**config.mk**
```make
export PLATFORM = sky130hd
export DESIGN_NAME = optg_gen
export DESIGN_NICKNAME = d
export VERILOG_FILES = /design/src/inc/optg_pkg.sv /design/src/rtl/optg_gen.sv
export VERILOG_INCLUDE_DIRS = /design/src /design/src/inc
export SDC_FILE = /design/constraint.sdc
export NUM_CORES = 1
export LEC_CHECK = 0
export BUFFER_PORTS_ARGS = -buffer_cell sky130_fd_sc_hd__buf_2
export CORE_MARGIN = 5
export CORE_UTILIZATION = 35
export CTS_BUF_LIST = sky130_fd_sc_hd__clkbuf_8
export DETAILED_ROUTE_END_ITERATION = 8
export GPL_ROUTABILITY_DRIVEN = 0
export HOLD_SLACK_MARGIN = 0.05
export PLACE_DENSITY_LB_ADDON = 0.2
export SLEW_MARGIN = 25
export SYNTH_ARGS = -nofsm -noshare
export SYNTH_HDL_FRONTEND = slang
export SYNTH_SLANG_ARGS = --single-unit
```
**constraint.sdc**
```tcl
create_clock -name pclk -period 8.65 [get_ports pclk]
set_input_delay 0.865 -clock pclk [delete_from_list [all_inputs] [get_ports pclk]]
set_output_delay 0.865 -clock pclk [all_outputs]
set_load 0.005 [all_outputs]
```
**src/inc/optg_params.svh**
```systemverilog
// optg constants: modes, scale, timing, register map
`ifndef OPTG_PARAMS_SVH
`define OPTG_PARAMS_SVH
`define OPTG_ADDR_CTRL      12'h000
`define OPTG_ADDR_STATUS    12'h004
`define OPTG_ADDR_SCALE     12'h008
`define OPTG_ADDR_DELAY     12'h00c
`define OPTG_SCALE_FULL     8'hff
`define OPTG_TM1_HALF       5'h0a
`define OPTG_TM4_DIV        4'h9
`define OPTG_SCR_SEED       15'h7fff
`define OPTG_PAM_MAX        8'h7f
`define OPTG_PAM_MIN        8'h81
`define OPTG_DLY_RST        4'h4
`define OPTG_WAKE_RST       4'h8
`define OPTG_MBITS_RST      3'h1
`define OPTG_LPI_CAP        1'b1
`endif

```
**src/inc/optg_pkg.sv**
```systemverilog
// optg package: types shared by the pattern generator
package optg_pkg;
   typedef enum logic [4:0] {
      OPTG_NORMAL = 5'h01,
      OPTG_TM1    = 5'h02,
      OPTG_TM2    = 5'h04,
      OPTG_TM3    = 5'h08,
      OPTG_TM4    = 5'h10
   } optg_mode_e;
   typedef struct packed {
      logic [7:0] sample;     // signed transmit sample
      logic       light_on;   // light power request, 1 = on
      logic       rx_on;      // rx conversion power request, 1 = on
   } optg_tx_s;
endpackage

```
**src/rtl/optg_gen.sv**
```systemverilog
// optg_gen: transmit test pattern generator and low power idle power control
//
// Summary of operation
// mode one: 2-PAM square wave at rate/20
// mode one: scale 255, coding and precoder bypassed
// mode two: pseudo-random M-PAM, table scale, no precoder
// mode two: encapsulator cut off, no framing
// mode two: zero-fed scrambler, seeded, free running
// mode two: mapper widths log2(M), or 4/3
// mode two: two-dimensional symbols serialized at full rate
// mode two: low power idle disabled; code only forces light on, receive sleep still follows rx_idle_seen
// controller picks PAM levels via bit density
// mode three: toggle extremes every symbol clock
// mode three: scale 255, coding mostly bypassed
// mode four: mode two pattern at rate/10
// positive sample gives highest light power
// light power request switches transmitter off/on
// receive conversion power request on idle
// header advertises low power idle support
// light off after last zero symbol sent
// light on before first zero symbol
// one mode at a time, else normal path
//
// Design decisions made here: the register offsets and the APB interface to the registers.
`timescale 1ns/100ps
`default_nettype none
`include "optg_params.svh"

module optg_gen (
   input  wire logic                 pclk,          // symbol clock
   input  wire logic                 presetn,       // async reset, low
   input  wire logic                 psel,          // apb select
   input  wire logic                 penable,       // apb access phase
   input  wire logic                 pwrite,        // apb direction
   input  wire logic [11:0]          paddr,         // apb byte address
   input  wire logic [31:0]          pwdata,        // apb write data
   output logic      [31:0]          prdata,        // apb read data
   output logic                      pready,        // apb ready
   output logic                      pslverr,       // apb error
   input  wire logic [7:0]           norm_sample,   // normal path sample
   input  wire logic                 norm_payload_off, // normal path dark symbol
   input  wire logic                 rx_idle_seen,  // receive saw dark payload
   output optg_pkg::optg_tx_s        tx_out,        // to electro-optical unit
   output logic                      hdr_lpi_cap    // header capability bit
);

   // apb signals
   logic              acc;          // access phase
   logic              wr_en;        // write strobe
   // registers
   logic [2:0]        mode_sel_reg; // 0 normal, 1..4 test modes
   logic [2:0]        mbits_reg;    // bits per symbol, log2(M)
   logic              lpi_en_reg;   // allow low power idle
   logic              rx_sleep_reg; // allow receive sleep
   logic [7:0]        sf_reg [1:4]; // per-M scale table
   logic [3:0]        dly_reg;      // off pipeline delay
   logic [3:0]        wake_reg;     // second off delay tap, light waits for the longer of this and dly_reg
   // datapath state
   optg_pkg::optg_mode_e mode_reg;  // decoded one-hot mode
   optg_pkg::optg_mode_e mode_next;
   logic [14:0]       scr_reg;      // scrambler state
   logic [4:0]        tm1_cnt_reg;  // half period counter
   logic              pol_reg;      // square wave polarity
   logic [3:0]        div_cnt_reg;  // mode four divider
   logic              half_reg;     // mux phase: 0 first dim, 1 second
   logic [3:0]        q_reg;        // held second-dimension bits
   logic [15:0]       off_pipe_reg; // payload_off history
   logic [7:0]        sample_next;
   logic              step;         // advance pattern this cycle

   // apb: zero wait states, one access cycle
   // pready tied high, so no access can stall the symbol stream
   assign acc     = psel & penable;
   assign wr_en   = acc & pwrite;
   assign pready  = 1'b1;
   assign pslverr = acc & ~addr_ok(paddr);

   // known register addresses
   function automatic logic addr_ok(input logic [11:0] a);
      addr_ok = (a == `OPTG_ADDR_CTRL) || (a == `OPTG_ADDR_STATUS) ||
                (a == `OPTG_ADDR_SCALE) || (a == `OPTG_ADDR_DELAY);
   endfunction

   // scale a symbol by an 8-bit factor, keep top bits
   function automatic logic [7:0] scale(input logic [7:0] s, input logic [7:0] f);
      logic signed [16:0] p;
      p = $signed(s) * $signed({1'b0, f});
      scale = p[15:8];
   endfunction

   // map n bits to an odd-level signed PAM amplitude at full range
   function automatic logic [7:0] pam(input logic [3:0] b, input logic [2:0] n);
      logic [7:0] lvl;
      lvl = 8'h00;
      case (n)
         3'h1:    lvl = b[0] ? `OPTG_PAM_MAX : `OPTG_PAM_MIN;
         3'h2:    lvl = {b[1:0], 6'h20} ^ 8'h80;
         3'h3:    lvl = {b[2:0], 5'h10} ^ 8'h80;
         default: lvl = {b[3:0], 4'h8} ^ 8'h80;
      endcase
      pam = lvl;
   endfunction

   // every history bit from the newest up to tap n is dark
   function automatic logic run_dark(input logic [15:0] h, input logic [3:0] n);
      logic all_dark;
      all_dark = 1'b1;
      for (int k = 0; k <= 15; k++) begin
         if (k[3:0] <= n && !h[k]) begin
            all_dark = 1'b0;
         end
      end
      run_dark = all_dark;
   endfunction

   // control register writes
   always_ff @(posedge pclk or negedge presetn) begin
      if (!presetn) begin
         mode_sel_reg <= 3'h0;
         mbits_reg    <= `OPTG_MBITS_RST;
         lpi_en_reg   <= 1'b0;
         rx_sleep_reg <= 1'b0;
         dly_reg      <= `OPTG_DLY_RST;
         wake_reg     <= `OPTG_WAKE_RST;
      end else if (wr_en) begin
         if (paddr == `OPTG_ADDR_CTRL) begin
            // values beyond four fall back to normal
            mode_sel_reg <= (pwdata[2:0] > 3'h4) ? 3'h0 : pwdata[2:0];
            // bit density picks M, clamped to 1..4
            mbits_reg    <= (pwdata[6:4] == 3'h0) ? 3'h1 :
                            (pwdata[6:4] > 3'h4) ? 3'h4 : pwdata[6:4];
            lpi_en_reg   <= pwdata[8];
            rx_sleep_reg <= pwdata[9];
         end
         if (paddr == `OPTG_ADDR_DELAY) begin
            dly_reg  <= pwdata[3:0];
            wake_reg <= pwdata[7:4];
         end
      end
   end

   // scale table, one byte per M setting
   always_ff @(posedge pclk or negedge presetn) begin
      if (!presetn) begin
         for (int i = 1; i <= 4; i++) begin
            sf_reg[i] <= `OPTG_SCALE_FULL;
         end
      end else if (wr_en && paddr == `OPTG_ADDR_SCALE) begin
         sf_reg[1] <= pwdata[7:0];
         sf_reg[2] <= pwdata[15:8];
         sf_reg[3] <= pwdata[23:16];
         sf_reg[4] <= pwdata[31:24];
      end
   end

   // read mux, registered data path not needed at zero wait
   always_comb begin
      prdata = 32'h0000_0000;
      case (paddr)
         `OPTG_ADDR_CTRL:   prdata = {22'h0, rx_sleep_reg, lpi_en_reg, 1'b0, mbits_reg, 1'b0, mode_sel_reg};
         `OPTG_ADDR_STATUS: prdata = {24'h0, `OPTG_LPI_CAP, tx_out.rx_on, tx_out.light_on, mode_reg};
         `OPTG_ADDR_SCALE:  prdata = {sf_reg[4], sf_reg[3], sf_reg[2], sf_reg[1]};
         `OPTG_ADDR_DELAY:  prdata = {24'h0, wake_reg, dly_reg};
         default:           prdata = 32'h0000_0000;
      endcase
   end

   // one-hot mode decode, only one mode at a time
   always_comb begin
      case (mode_sel_reg)
         3'h1:    mode_next = optg_pkg::OPTG_TM1;
         3'h2:    mode_next = optg_pkg::OPTG_TM2;
         3'h3:    mode_next = optg_pkg::OPTG_TM3;
         3'h4:    mode_next = optg_pkg::OPTG_TM4;
         default: mode_next = optg_pkg::OPTG_NORMAL;
      endcase
   end

   always_ff @(posedge pclk or negedge presetn) begin
      if (!presetn) begin
         mode_reg <= optg_pkg::OPTG_NORMAL;
      end else begin
         mode_reg <= mode_next;
      end
   end

   // mode four advances once every ten symbols
   // only the step slows, so mode four repeats the mode two sequence
   assign step = (mode_reg == optg_pkg::OPTG_TM2) ||
                 (mode_reg == optg_pkg::OPTG_TM4 && div_cnt_reg == 4'h0);

   always_ff @(posedge pclk or negedge presetn) begin
      if (!presetn) begin
         div_cnt_reg <= 4'h0;
      end else if (mode_reg != optg_pkg::OPTG_TM4 || div_cnt_reg == `OPTG_TM4_DIV) begin
         div_cnt_reg <= 4'h0;
      end else begin
         div_cnt_reg <= div_cnt_reg + 4'h1;
      end
   end

   // scrambler: zero input, reseeded on mode entry, then free running
   // encapsulator data never reaches it in test
   // reseeding on every mode change restarts the sequence at each test entry
   always_ff @(posedge pclk or negedge presetn) begin
      if (!presetn) begin
         scr_reg <= `OPTG_SCR_SEED;
      end else if (mode_next != mode_reg) begin
         scr_reg <= `OPTG_SCR_SEED;
      end else if (step && !half_reg) begin
         // draw a full 2-D symbol worth of bits: shift 8 per symbol pair
         scr_reg <= {scr_reg[6:0], scr_reg[14:7] ^ scr_reg[13:6]};
      end
   end

   // symbol mux phase: first dimension then second
   always_ff @(posedge pclk or negedge presetn) begin
      if (!presetn) begin
         half_reg <= 1'b0;
         q_reg    <= 4'h0;
      end else if (mode_next != mode_reg) begin
         half_reg <= 1'b0;
         q_reg    <= 4'h0;
      end else if (step) begin
         half_reg <= ~half_reg;
         // second dimension takes 3 bits when M is 16
         q_reg    <= (mbits_reg == 3'h4) ? {1'b0, scr_reg[7:5]} : scr_reg[7:4];
      end
   end

   // square wave timing: mode one every 10, mode three every cycle
   always_ff @(posedge pclk or negedge presetn) begin
      if (!presetn) begin
         tm1_cnt_reg <= 5'h00;
         pol_reg     <= 1'b0;
      end else if (mode_reg == optg_pkg::OPTG_TM3) begin
         pol_reg     <= ~pol_reg;
         tm1_cnt_reg <= 5'h00;
      end else if (mode_reg == optg_pkg::OPTG_TM1) begin
         // ten high, ten low gives rate/20
         if (tm1_cnt_reg == `OPTG_TM1_HALF - 5'h01) begin
            tm1_cnt_reg <= 5'h00;
            pol_reg     <= ~pol_reg;
         end else begin
            tm1_cnt_reg <= tm1_cnt_reg + 5'h01;
         end
      end else begin
         tm1_cnt_reg <= 5'h00;
         pol_reg     <= 1'b0;
      end
   end

   // sample selection; no precoder or framing in any test mode
   always_comb begin
      sample_next = norm_sample; // normal path
      case (mode_reg)
         // extremes at full scale, bypassing coding
         optg_pkg::OPTG_TM1,
         optg_pkg::OPTG_TM3: sample_next = scale(pol_reg ? `OPTG_PAM_MAX : `OPTG_PAM_MIN,
                                                 `OPTG_SCALE_FULL);
         // mapper dims from scrambler bits with table scale
         optg_pkg::OPTG_TM2,
         optg_pkg::OPTG_TM4: sample_next = scale(pam(half_reg ? q_reg : scr_reg[3:0], mbits_reg),
                                                 sf_reg[mbits_reg]);
         default:            sample_next = norm_sample;
      endcase
   end

   // output sample register; mode four holds between steps
   always_ff @(posedge pclk or negedge presetn) begin
      if (!presetn) begin
         tx_out.sample <= 8'h00;
      end else if (mode_reg != optg_pkg::OPTG_TM4 || step) begin
         tx_out.sample <= sample_next;
      end
   end

   // history of dark-payload marks for delay alignment
   always_ff @(posedge pclk or negedge presetn) begin
      if (!presetn) begin
         off_pipe_reg <= 16'h0000;
      end else begin
         off_pipe_reg <= {off_pipe_reg[14:0], norm_payload_off};
      end
   end

   // light request: off after delay so last zero symbol goes out, see R17;
   // on in the cycle after the early mark clears, with no wake time lead.
   // the early tap is the input itself, so the longer of wake_reg and dly_reg sets the off delay margin.
   // a short lit gap restarts the run, so zeros still in flight keep the light on
   always_ff @(posedge pclk or negedge presetn) begin
      if (!presetn) begin
         tx_out.light_on <= 1'b1;
      end else if (mode_reg != optg_pkg::OPTG_NORMAL || !lpi_en_reg) begin
         tx_out.light_on <= 1'b1; // test modes keep light on
      end else if (!norm_payload_off) begin
         tx_out.light_on <= 1'b1;
      end else if (run_dark(off_pipe_reg, dly_reg) && run_dark(off_pipe_reg, wake_reg)) begin
         tx_out.light_on <= 1'b0;
      end
   end

   // receive conversion sleeps while dark payload is seen
   always_ff @(posedge pclk or negedge presetn) begin
      if (!presetn) begin
         tx_out.rx_on <= 1'b1;
      end else begin
         tx_out.rx_on <= ~(rx_sleep_reg & lpi_en_reg & rx_idle_seen);
      end
   end

   // header capability bit
   assign hdr_lpi_cap = `OPTG_LPI_CAP;

endmodule
`default_nettype wire

```
==> Word level (Yosys, flattened, before mapping) <==
Index checks and enable logic that the tools add are counted.
{ "totals": {"inputBits": 59, "wordCells": 233, "output_inout_bits": 45, "register_bits": 109} }
{ "op_classes": {"n_lt_le_gt_ge": 35, "muxes": 67, "n_reduce_logical": 70, "addsub": 2, "n_eq_ne": 22, "mul": 2, "n_bitwise": 14} }
{ "ops": {"columns": ["op", "n"], "rows": [
  ["one-hot mux 32 bit (4 select lines)", 1],
  ["<= comparator 4 bit (first input constant)", 16],
  ["two-way mux 1 bit", 44],
  ["two-way mux 8 bit", 5],
  ["logical AND 1 bit", 36],
  ["<= comparator 3 x 4 -> 1 bit (first input constant)", 8],
  ["two-way mux 15 bit", 2],
  ["binary-select mux 8 bit (select 3 bit)", 1],
  ["== test 12 x 4 -> 1 bit (second input constant)", 2],
  ["one-hot mux 8 bit (3 select lines)", 1],
  ["two-way mux 4 bit", 5],
  ["one-hot mux 5 bit (4 select lines)", 1],
  ["logical NOT 1 bit", 18],
  ["<= comparator 1 x 4 -> 1 bit (first input constant)", 4],
  ["<= comparator 2 x 4 -> 1 bit (first input constant)", 4],
  ["multiplier 8 x 9 -> 16 bit", 1],
  ["multiplier 8 x 9 -> 16 bit (second input constant)", 1],
  ["one-hot mux 8 bit (2 select lines)", 1],
  ["two-way mux 5 bit", 3],
  ["== test 12 x 3 -> 1 bit (second input constant)", 1],
  ["== test 3 x 2 -> 1 bit (second input constant)", 4],
  ["logical NOT 12 bit", 1],
  ["== test 5 x 4 -> 1 bit (second input constant)", 2],
  ["two-way mux 3 bit", 3],
  ["other kinds (25)", 47]
]} }

==> Depth between registers and ports, before layout <==
Gate-level depths: netlist (run 1).
{ "logic_depth": {"word_depth": 24, "ltp_mapped": 22, "ltp_nobuf": 21} }

==> Worst setup path after synthesis (run 1) <==
Ideal clock, no wire load.
{ "synth_path": {"path_kind": "reg-to-reg", "startpoint": "reg mbits_reg[0]", "endpoint": "reg tx_out[8] (netlist bit)", "period_less_slack_ns": 5.286, "stages_incl_launch_ff": 20, "t_required_ns": 8.523, "setup_slack_ns": 3.364, "path_buffers": 3, "arrival_time_ns": 5.159, "setup_ns": 0.127, "path_cell_list": "dfstp_2 -> clkbuf_1 -> clkbuf_1 -> buf_1 -> mux2i_1 -> o22a_1 -> nor2_1 -> fa_1 -> fa_1 -> fa_1 -> inv_1 -> fa_1 -> inv_1 -> ha_1 -> nor3_1 -> o221ai_1 -> a31o_2 -> xor2_1 -> a221oi_1 -> nor2_1"} }
{ "synth_via": {"elab_chain_len": 6, "word_cells_on_any_way": 11, "classes_between": "mul (1); eq/ne (3); mux (6); bitwise (1)"} }
{ "synth_rtl": {"columns": ["item", "line_no", "rtl"], "rows": [
  ["start, declared", "optg_gen.sv:52", "logic [2:0] mbits_reg;"],
  ["start signal, assigned", "optg_gen.sv:120", "mbits_reg <= `OPTG_MBITS_RST;"],
  ["start signal, assigned", "optg_gen.sv:130", "mbits_reg <= (pwdata[6:4] == 3'h0) ? 3'h1 :"],
  ["NOT 3 -> 4 bit (not written as such)", "optg_gen.sv:264", "sf_reg[mbits_reg]);"],
  ["binary-select mux 8 bit (select 3 bit)", "optg_gen.sv:264", null],
  ["two-way mux 8 bit (not written as such) (2 in a row)", "optg_gen.sv:264", null],
  ["multiplier 8 x 9 -> 16 bit *", "optg_gen.sv:87", "p = $signed(s) * $signed({1'b0, f});"],
  ["one-hot mux 8 bit (2 select lines) *", "optg_gen.sv:256", "case (mode_reg)"],
  ["end, declared", "optg_gen.sv:43", "output optg_pkg::optg_tx_s tx_out,"]
]} }
Every way passes the cells marked *; elsewhere a longest branch is shown, timed or not. The select of a mux whose other input is x is not followed.
A chain may end at the register's enable or synchronous reset.

==> Worst setup path after layout (run 1) <==
{ "layout_path": {"startpoint": "reg mbits_reg[1]", "endpoint": "reg tx_out[8] (netlist bit)"} }
Same word-level chain as after synthesis.

==> results of run 1 <==
-- where the power goes --
group | internal (mW) | switching, mW
combinational | 0.0192 | 0.0268
clock | 0.139 | 0.195
sequential | 0.517 | 0.00481
total | 0.675 | 0.226
-- layer usage --
metal,share of wire,up-vias,wire length (um)
met5,0,-,0
met4,0.018,0,333
met3,0.045,20,831
met2,0.46,136,8470
met1,0.48,2754,8860
li1,-,2707,-
-- cell type report --
cell class / instances / share of cell area
Tap cell: 275 / 0.0403
Timing Repair Buffer: 104 / 0.0622
Clock inverter: 7 / 0.00968
Clock buffer: 9 / 0.0145
Inverter: 67 / 0.0295
Sequential cell: 109 / 0.328
Multi-Input combinational cell: 527 / 0.516
-- cells by family (layout without fill, tap and decap cells) --
kind of cell / after synthesis / in the layout / share of synthesized area
compound gates: 122 / 122 / 0.114
xor+xnor: 23 / 23 / 0.0265
fa+ha+maj: 80 / 80 / 0.166
buf+inv: 101 / 187 / 0.0557
flops: 109 / 109 / 0.368
mux: 70 / 70 / 0.111
other cells: 1 / 2 / 0.000494
simple gates: 230 / 230 / 0.158
-- layout by cell type, fill, tap and decap left out, types with 6 or more instances in the layout --
master / n
xor2_1: 12
nand2b_1: 15
nor3b_1: 6
o22ai_1: 7
nor3_1: 9
buf_2: 100
inv_1: 68
nor2b_1: 13
o21ai_0: 19
mux2_2: 41
dfstp_2: 53
nor2_1: 70
o22a_1: 21
nand3_1: 13
or2_2: 6
clkbuf_8: 9
and2_1: 32
nand2_1: 34
mux2i_1: 18
ha_1: 43
xnor2_1: 11
fa_1: 35
a22oi_1: 10
dfrtp_1: 56
a21oi_1: 23
-- cells in the mapped netlist (7+ instances only) --
cell type and n:
a21oi_1 23, nor2_1 70, mux2i_1 18, inv_1 67, xnor2_1 11, nor2b_1 13, ha_1 43, dfrtp_1 56
and2_1 32, dfstp_2 53, nor3_1 10, clkbuf_1 19, nand3_1 13, o21ai_0 19, o22a_1 21, a22oi_1 10
o22ai_1 7, nand2_1 34, mux2_2 41, xor2_1 12, nand2b_1 15, fa_1 35
-- worst max-delay path: cells and delay by family (launching register included) --
| kind | cells | cell delay (ns) |
|---|---|---|
| flops | 1 | 0.75 |
| buf+inv | 3 | 0.31 |
| fa+ha+maj | 5 | 2.35 |
| compound gates | 5 | 1.47 |
| xor+xnor | 1 | 0.14 |
| simple gates | 4 | 0.78 |
-- worst max path at each step --
stage / startpoint / to / slack [ns] / cells after the start
finish: mbits_reg[1] / tx_out[8] / 2.74 / 18
CTS: mbits_reg[1] / tx_out[8] / 2.73 / 18
floorplan: mbits_reg[0] / tx_out[8] / 3.36 / 19
detailed placement: mbits_reg[1] / tx_out[8] / 2.76 / 18
global route: mbits_reg[1] / tx_out[8] / 2.28 / 18
global placement: mbits_reg[1] / tx_out[8] / 2.80 / 18
-- metrics by stage --
stage | util | cells | power (mW) | cell area (um^2)
floorplan | - | 737 | 0.545 | 7590
global placement | 0.392 | 1082 | 0.578 | 8320
detailed placement | 0.392 | 1082 | 0.577 | 8320
CTS | 0.402 | 1098 | 0.918 | 8520
global route | 0.402 | 1098 | 0.942 | 8530
finish | 0.402 | 1098 | 0.902 | 8530
==> reports/qor.csv, run 1 <==
stage,metric,value,unit
floorplanning,Core Region,21200,um^2
cts,TritonCTS clock tree,built,
final_layout,Area Overhead vs Synth,12.4,%
sta,Slew @ Worst Pin,0.870,ns
final_layout,layout cells sized above 1,0.287,
cts,"Setup Fix Bufs, Post-CTS",0,
synth,area share of the largest cell type after synthesis,0.185,
final_layout,FF/Latch Area,2790,um^2
setup_path,worst reg2reg path startpoint,mbits_reg[1],
setup_path,critical path's slowest cell,dfrtp_1,
sta,RSZ-0062 raised after global routing,false,
setup_path,crit start category,flop,
place,dpl hpwl,14.1,mm
setup_path,Most common cell on crit path,fa_1,
grt,total global routing track utilization,0.153,
grt,GR Util met1,0.219,
grt,largest net degree at the start of global routing,67,
floorplanning,Top Ports,104,
synth,Mapped Avg Cell Area,10.3,um^2
min_path,worst hold stages,0,
cts,root buf cell,clkbuf_8,
route,Vias,5617,
cts,"Reg clk slew, reported paths",0.12,ns
floorplanning,Die Footprint,24700,um^2
synth,"EDFF count, synth",0,
synth,Synth Instances,736,
setup_path,"Cell Chain, Critical Path","inv_1, nor2_1, a22oi_1, o22ai_1, nor2_1, fa_1, fa_1, fa_1, inv_1, fa_1, inv_1, ha_1, nor3_1, o221ai_1, a31o_2, xor2_1, a221oi_1, nor2_1",
setup_path,"setup slack, reg-to-reg",2.74,ns
place,setup slack at placement,2.76,ns
final_layout,# nets final,955,
pwr,Leak,3.98,nW
final_layout,multi-input logic area,4400,um^2
synth,Async SR Flop Fraction,1.00,
sta,Slew Limit Headroom,0.420,
setup_path,Worst EP arrival,6.19,ns
synth,"Seq/Total Area, Yosys",0.368,
run_status,run status,finished clean,
grt,initial antenna violation count,0,
floorplanning,Die H,157,um
floorplanning,die width,157,um
route,initial detailed-routing violation count,341,
synth,"FF+latch count, synth",109,
pwr,pwr/cell area,106,nW/um^2
min_path,hold_sp,off_pipe_reg[0],
min_path,HP Class,flop to flop,
final_layout,number of flip-flops in the largest register,32,
setup_path,crit-path max FO,16,
setup_path,critical path required time,8.93,ns
final_layout,filler instances,2146,
route,DR pass1 iterations,4,
setup_path,Worst R2R Path Depth,18,
route,post-route antenna net violation count,0,
floorplanning,row cnt,53,
synth,"Top FF cell, synth",dfrtp_1,
synth,Netlist cell types,72,
route,DRC,0,
synth,Synth area leader,dfrtp_1,
grt,Top Usage Layer GRT,met2,
job,# Max-Cap Violations,0,
grt,global-route wire length before repair,30.4,mm
grt,met3 Resource Use GR,0.0313,
sta,fmax,169,MHz
route,Routed WL per cell,16.8,um
synth,"top cells by area, synth","dfrtp_1 18%, dfstp_2 18%, fa_1 9.2%, ha_1 7.1%, mux2_2 6.1%",
sta,Final period util,0.684,
sta,Final setup viols,0,
route,routed wire length,18.5,mm
cts,clock buffer count from CTS,9,
grt,total grt overflow,0,
place,IO Port Bufs,101,
grt,vias in the first global route,5683,
sta,Hold WS,0.384,ns
sta,fin crit period,5.91,ns
sta,Final Hold Fails,0,
min_path,Hold Path Sink,off_pipe_reg[1],
final_layout,antenna diode count,0,
setup_path,Worst path max stage delay,0.75,ns
cts,CTS Sinks,109,
sta,fin. max-slew vios,0,
route,routed vias/inst,5.12,
sta,setup TNS,0,ns
floorplanning,Initial Util,0.358,
sta,skew final,0.0136,ns
synth,synth warn,0,
cts,"Clk Latency, worst-skew pair",0.40,ns
pwr,VDD IR max,0.0000774,V
cts,CTS Hold Bufs,0,
setup_path,RR Endpoint,tx_out[8],
cts,H-tree Lvls,3,
grt,M2 GR Usage,0.233,
setup_path,CP Capture Type,flop,
setup_path,CP Class,flop to flop,
cts,Max clock buf depth,2,
cts,post-CTS sizing,0,
synth,Syn Std Cell Area,7590,um^2
sta,worst setup margin,2.74,ns
Note: power is estimated with default switching activity, not from simulation.
==> run 2: changes to the inputs <==
--- a/config.mk
+++ b/config.mk
@@ -6,6 +6,7 @@
 export SDC_FILE = /design/constraint.sdc
 export NUM_CORES = 1
 export LEC_CHECK = 0
+export ABC_AREA = 1
 export BUFFER_PORTS_ARGS = -buffer_cell sky130_fd_sc_hd__buf_2
 export CORE_MARGIN = 5
 export CORE_UTILIZATION = 35
==> constraint.sdc (replaced) <==
create_clock -name pclk -period 5.9 [get_ports pclk]
set_input_delay 0.59 -clock pclk [delete_from_list [all_inputs] [get_ports pclk]]
set_output_delay 0.59 -clock pclk [all_outputs]
set_load 0.005 [all_outputs]
==> reports/qor.csv, run 2 <==
stage,metric,value,unit,change
sta,fin. max-slew vios,0,,unchanged
final_layout,Area Overhead vs Synth,12.4,%,about the same
job,# Max-Cap Violations,0,,unchanged
final_layout,antenna diode count,0,,unchanged
route,Routed WL per cell,15.2,um,-10%
floorplanning,Die H,160,um,+1.6%
floorplanning,row cnt,54,,+1.9%
final_layout,most frequent cells in the layout,"169 x inv_1, 168 x nand2_1, 123 x nor2_1, 100 x buf_2, 55 x dfrtp_1",,
cts,Max clock buf depth,2,,unchanged
synth,"Seq/Total Area, Yosys",0.356,,-0.0123
floorplanning,die width,160,um,+1.6%
sta,fin crit period,5.33,ns,-0.586 ns
synth,Mapped Avg Cell Area,8.28,um^2,-20%
final_layout,# nets final,1181,,+24%
synth,synth cell count leaders,"169 x inv_1, 168 x nand2_1, 123 x nor2_1",,
final_layout,multi-input logic area,4270,um^2,-3.1%
final_layout,Util after Layout,0.402,,about the same
synth,"FF+latch count, synth",109,,unchanged
pwr,VDD IR max,0.000104,V,+35%
floorplanning,Core Region,22000,um^2,+3.5%
grt,total global routing track utilization,0.161,,+0.00889
route,DRC,0,,unchanged
cts,"Setup Fix Bufs, Post-CTS",0,,unchanged
place,dpl hpwl,16.2,mm,+15%
grt,global-route wire length before repair,34.0,mm,+12%
route,post-route antenna net violation count,0,,unchanged
sta,RSZ-0062 raised after global routing,false,,
setup_path,Worst EP arrival,5.67,ns,-0.52 ns
grt,largest net degree at the start of global routing,63,,-6.0%
pwr,Leak,4.51,nW,+13%
cts,root buf cell,clkbuf_8,,
floorplanning,Initial Util,0.358,,about the same
cts,clock buffer count from CTS,9,,unchanged
route,routed vias/inst,4.82,,-5.8%
synth,Syn Std Cell Area,7850,um^2,+3.4%
synth,synth warn,0,,unchanged
synth,Synth area leader,dfrtp_1,,
cts,TritonCTS clock tree,built,,
route,routed wire length,20.1,mm,+8.9%
synth,"top cells by area, synth","dfrtp_1 18%, dfstp_2 18%, fa_1 8.9%, inv_1 8.1%, nand2_1 8.0%",,
cts,"Clk Latency, worst-skew pair",0.42,ns,+0.02 ns
synth,"Top FF cell, synth",dfrtp_1,,
setup_path,crit start category,flop,,
final_layout,final cell area excluding filler cells,8820,um^2,+3.5%
setup_path,critical path required time,6.25,ns,-2.68 ns
floorplanning,Die Footprint,25500,um^2,+3.2%
final_layout,filler instances,2268,,+5.7%
grt,total grt overflow,0,,unchanged
sta,Final Hold Fails,0,,unchanged
cts,"Reg clk slew, reported paths",0.14,ns,+0.02 ns
route,initial detailed-routing violation count,324,,-5.0%
sta,Slew Limit Headroom,0.391,,-0.0285
sta,fmax,188,MHz,+11%
route,Vias,6406,,+14%
synth,area share of the largest cell type after synthesis,0.178,,-0.00615
sta,Hold WS,0.221,ns,-0.163 ns
sta,Slew @ Worst Pin,0.910,ns,+0.0401 ns
place,IO Port Bufs,101,,unchanged
sta,Final period util,0.903,,+0.219
final_layout,"most common cell after layout, fill and taps aside",inv_1,,
synth,Async SR Flop Fraction,1.00,,unchanged
grt,initial antenna violation count,0,,unchanged
sta,Final setup viols,0,,unchanged
setup_path,CP Capture Type,flop,,
route,DR pass1 iterations,5,,+1
synth,Synth Instances,948,,+29%
run_status,run status,finished clean,,
cts,CTS Sinks,109,,unchanged
sta,setup TNS,0,ns,unchanged
floorplanning,Top Ports,104,,unchanged
sta,skew final,0.0262,ns,+0.0125 ns
pwr,pwr/cell area,158,nW/um^2,+49%
synth,"EDFF count, synth",0,,unchanged
setup_path,"setup slack, reg-to-reg",0.57,ns,-2.16 ns
final_layout,layout cells sized above 1,0.219,,-0.0675
place,dpl cell area,8600,um^2,+3.4%
synth,Netlist cell types,54,,-25%
setup_path,CP Class,flop to flop,,
cts,H-tree Lvls,3,,unchanged
final_layout,FF/Latch Area,2800,um^2,about the same
grt,vias in the first global route,6557,,+15%
min_path,HP Class,input port to asynchronous set/reset pin,,
setup_path,crit-path max FO,9,,-7
final_layout,number of flip-flops in the largest register,32,,unchanged
synth,"count leader, synth",inv_1,,
-- run 2: changes by cell type after synthesis, moves of 23 or more --
cell	before	now
inv_1	67	169
mux2_2	41	1
a21oi_1	23	48
nor2_1	70	123
nand3_1	13	36
nand2_1	34	168
and2_1	32	0
-- run 2: power breakdown --
group | switching [mW] | internal, mW
clock network | 0.329 | 0.183
logic | 0.0482 | 0.0395
registers | 0.0178 | 0.775
total | 0.395 | 0.998
-- run 2: layer usage --
metal,GRT usage,vias up,share of wire
li1,-,3212,-
met1,0.218,3046,0.45
met2,0.273,128,0.50
met3,0.0312,20,0.043
met4,0.0317,0,0.011
met5,0,-,0
-- run 2: final cells by class --
class	instances	area share
sequential	109	0.317
inverter	178	0.0764
tap	280	0.0397
multi-input combinational	644	0.483
timing repair buffer	102	0.0584
clock inverter	7	0.0112
clock buffer	9	0.0140
-- run 2: repair_timing --
item                       in CTS  in global routing
resized for setup               0                  1
hold buffers                    0                  0
setup endpoints to repair       0                  6
-- run 2: logic make-up (layout without fill, tap and decap cells) --
family	after synthesis	in the layout	share of synthesized area
compound gates	136	136	0.103
xor+xnor	20	20	0.0223
fa+ha+maj	78	78	0.158
buf+inv	196	296	0.101
flops	109	109	0.356
mux	23	23	0.0435
other cells	1	2	0.000478
simple gates	385	385	0.215
-- run 2: final timing paths --
kind                                   from                to  cells after the start
max in group asynchronous           presetn      mbits_reg[2]                      2
min reg2reg                off_pipe_reg[14]  off_pipe_reg[15]                      0
max                            mbits_reg[0]         tx_out[9]                     26
max reg2reg                    mbits_reg[0]         tx_out[9]                     26
min in group pclk          norm_payload_off   off_pipe_reg[0]                      1
min                                 presetn  off_pipe_reg[14]                      1
-- run 2: through the flow --
step	total power, mW	setup WS [ns]	std cells
6_report	1.39	0.572	1329
5_1_grt	1.46	0.0350	1329
4_1_cts	1.42	0.431	1329
3_5_place_dp	0.896	0.472	1313
3_3_place_gp	0.894	0.621	1313
2_1_floorplan	0.844	1.10	949
-- run 2: worst max-delay path: stages (launching register included) --
cell      delay, ns
dfstp_2        0.68
inv_1          0.15
nor2_1         0.22
nor2_2         0.10
a21oi_1        0.13
o221ai_1       0.16
o21a_1         0.18
inv_1          0.12
nor2_1         0.08
fa_1           0.51
fa_1           0.52
fa_1           0.55
inv_1          0.05
fa_1           0.53
inv_1          0.04
ha_1           0.32
nand2_1        0.10
nand2_1        0.07
nand2_1        0.06
nand3_1        0.08
nand2_1        0.06
nand2_1        0.04
nor2_1         0.17
inv_1          0.07
nand2_1        0.08
nand3_2        0.06
a21oi_2        0.13
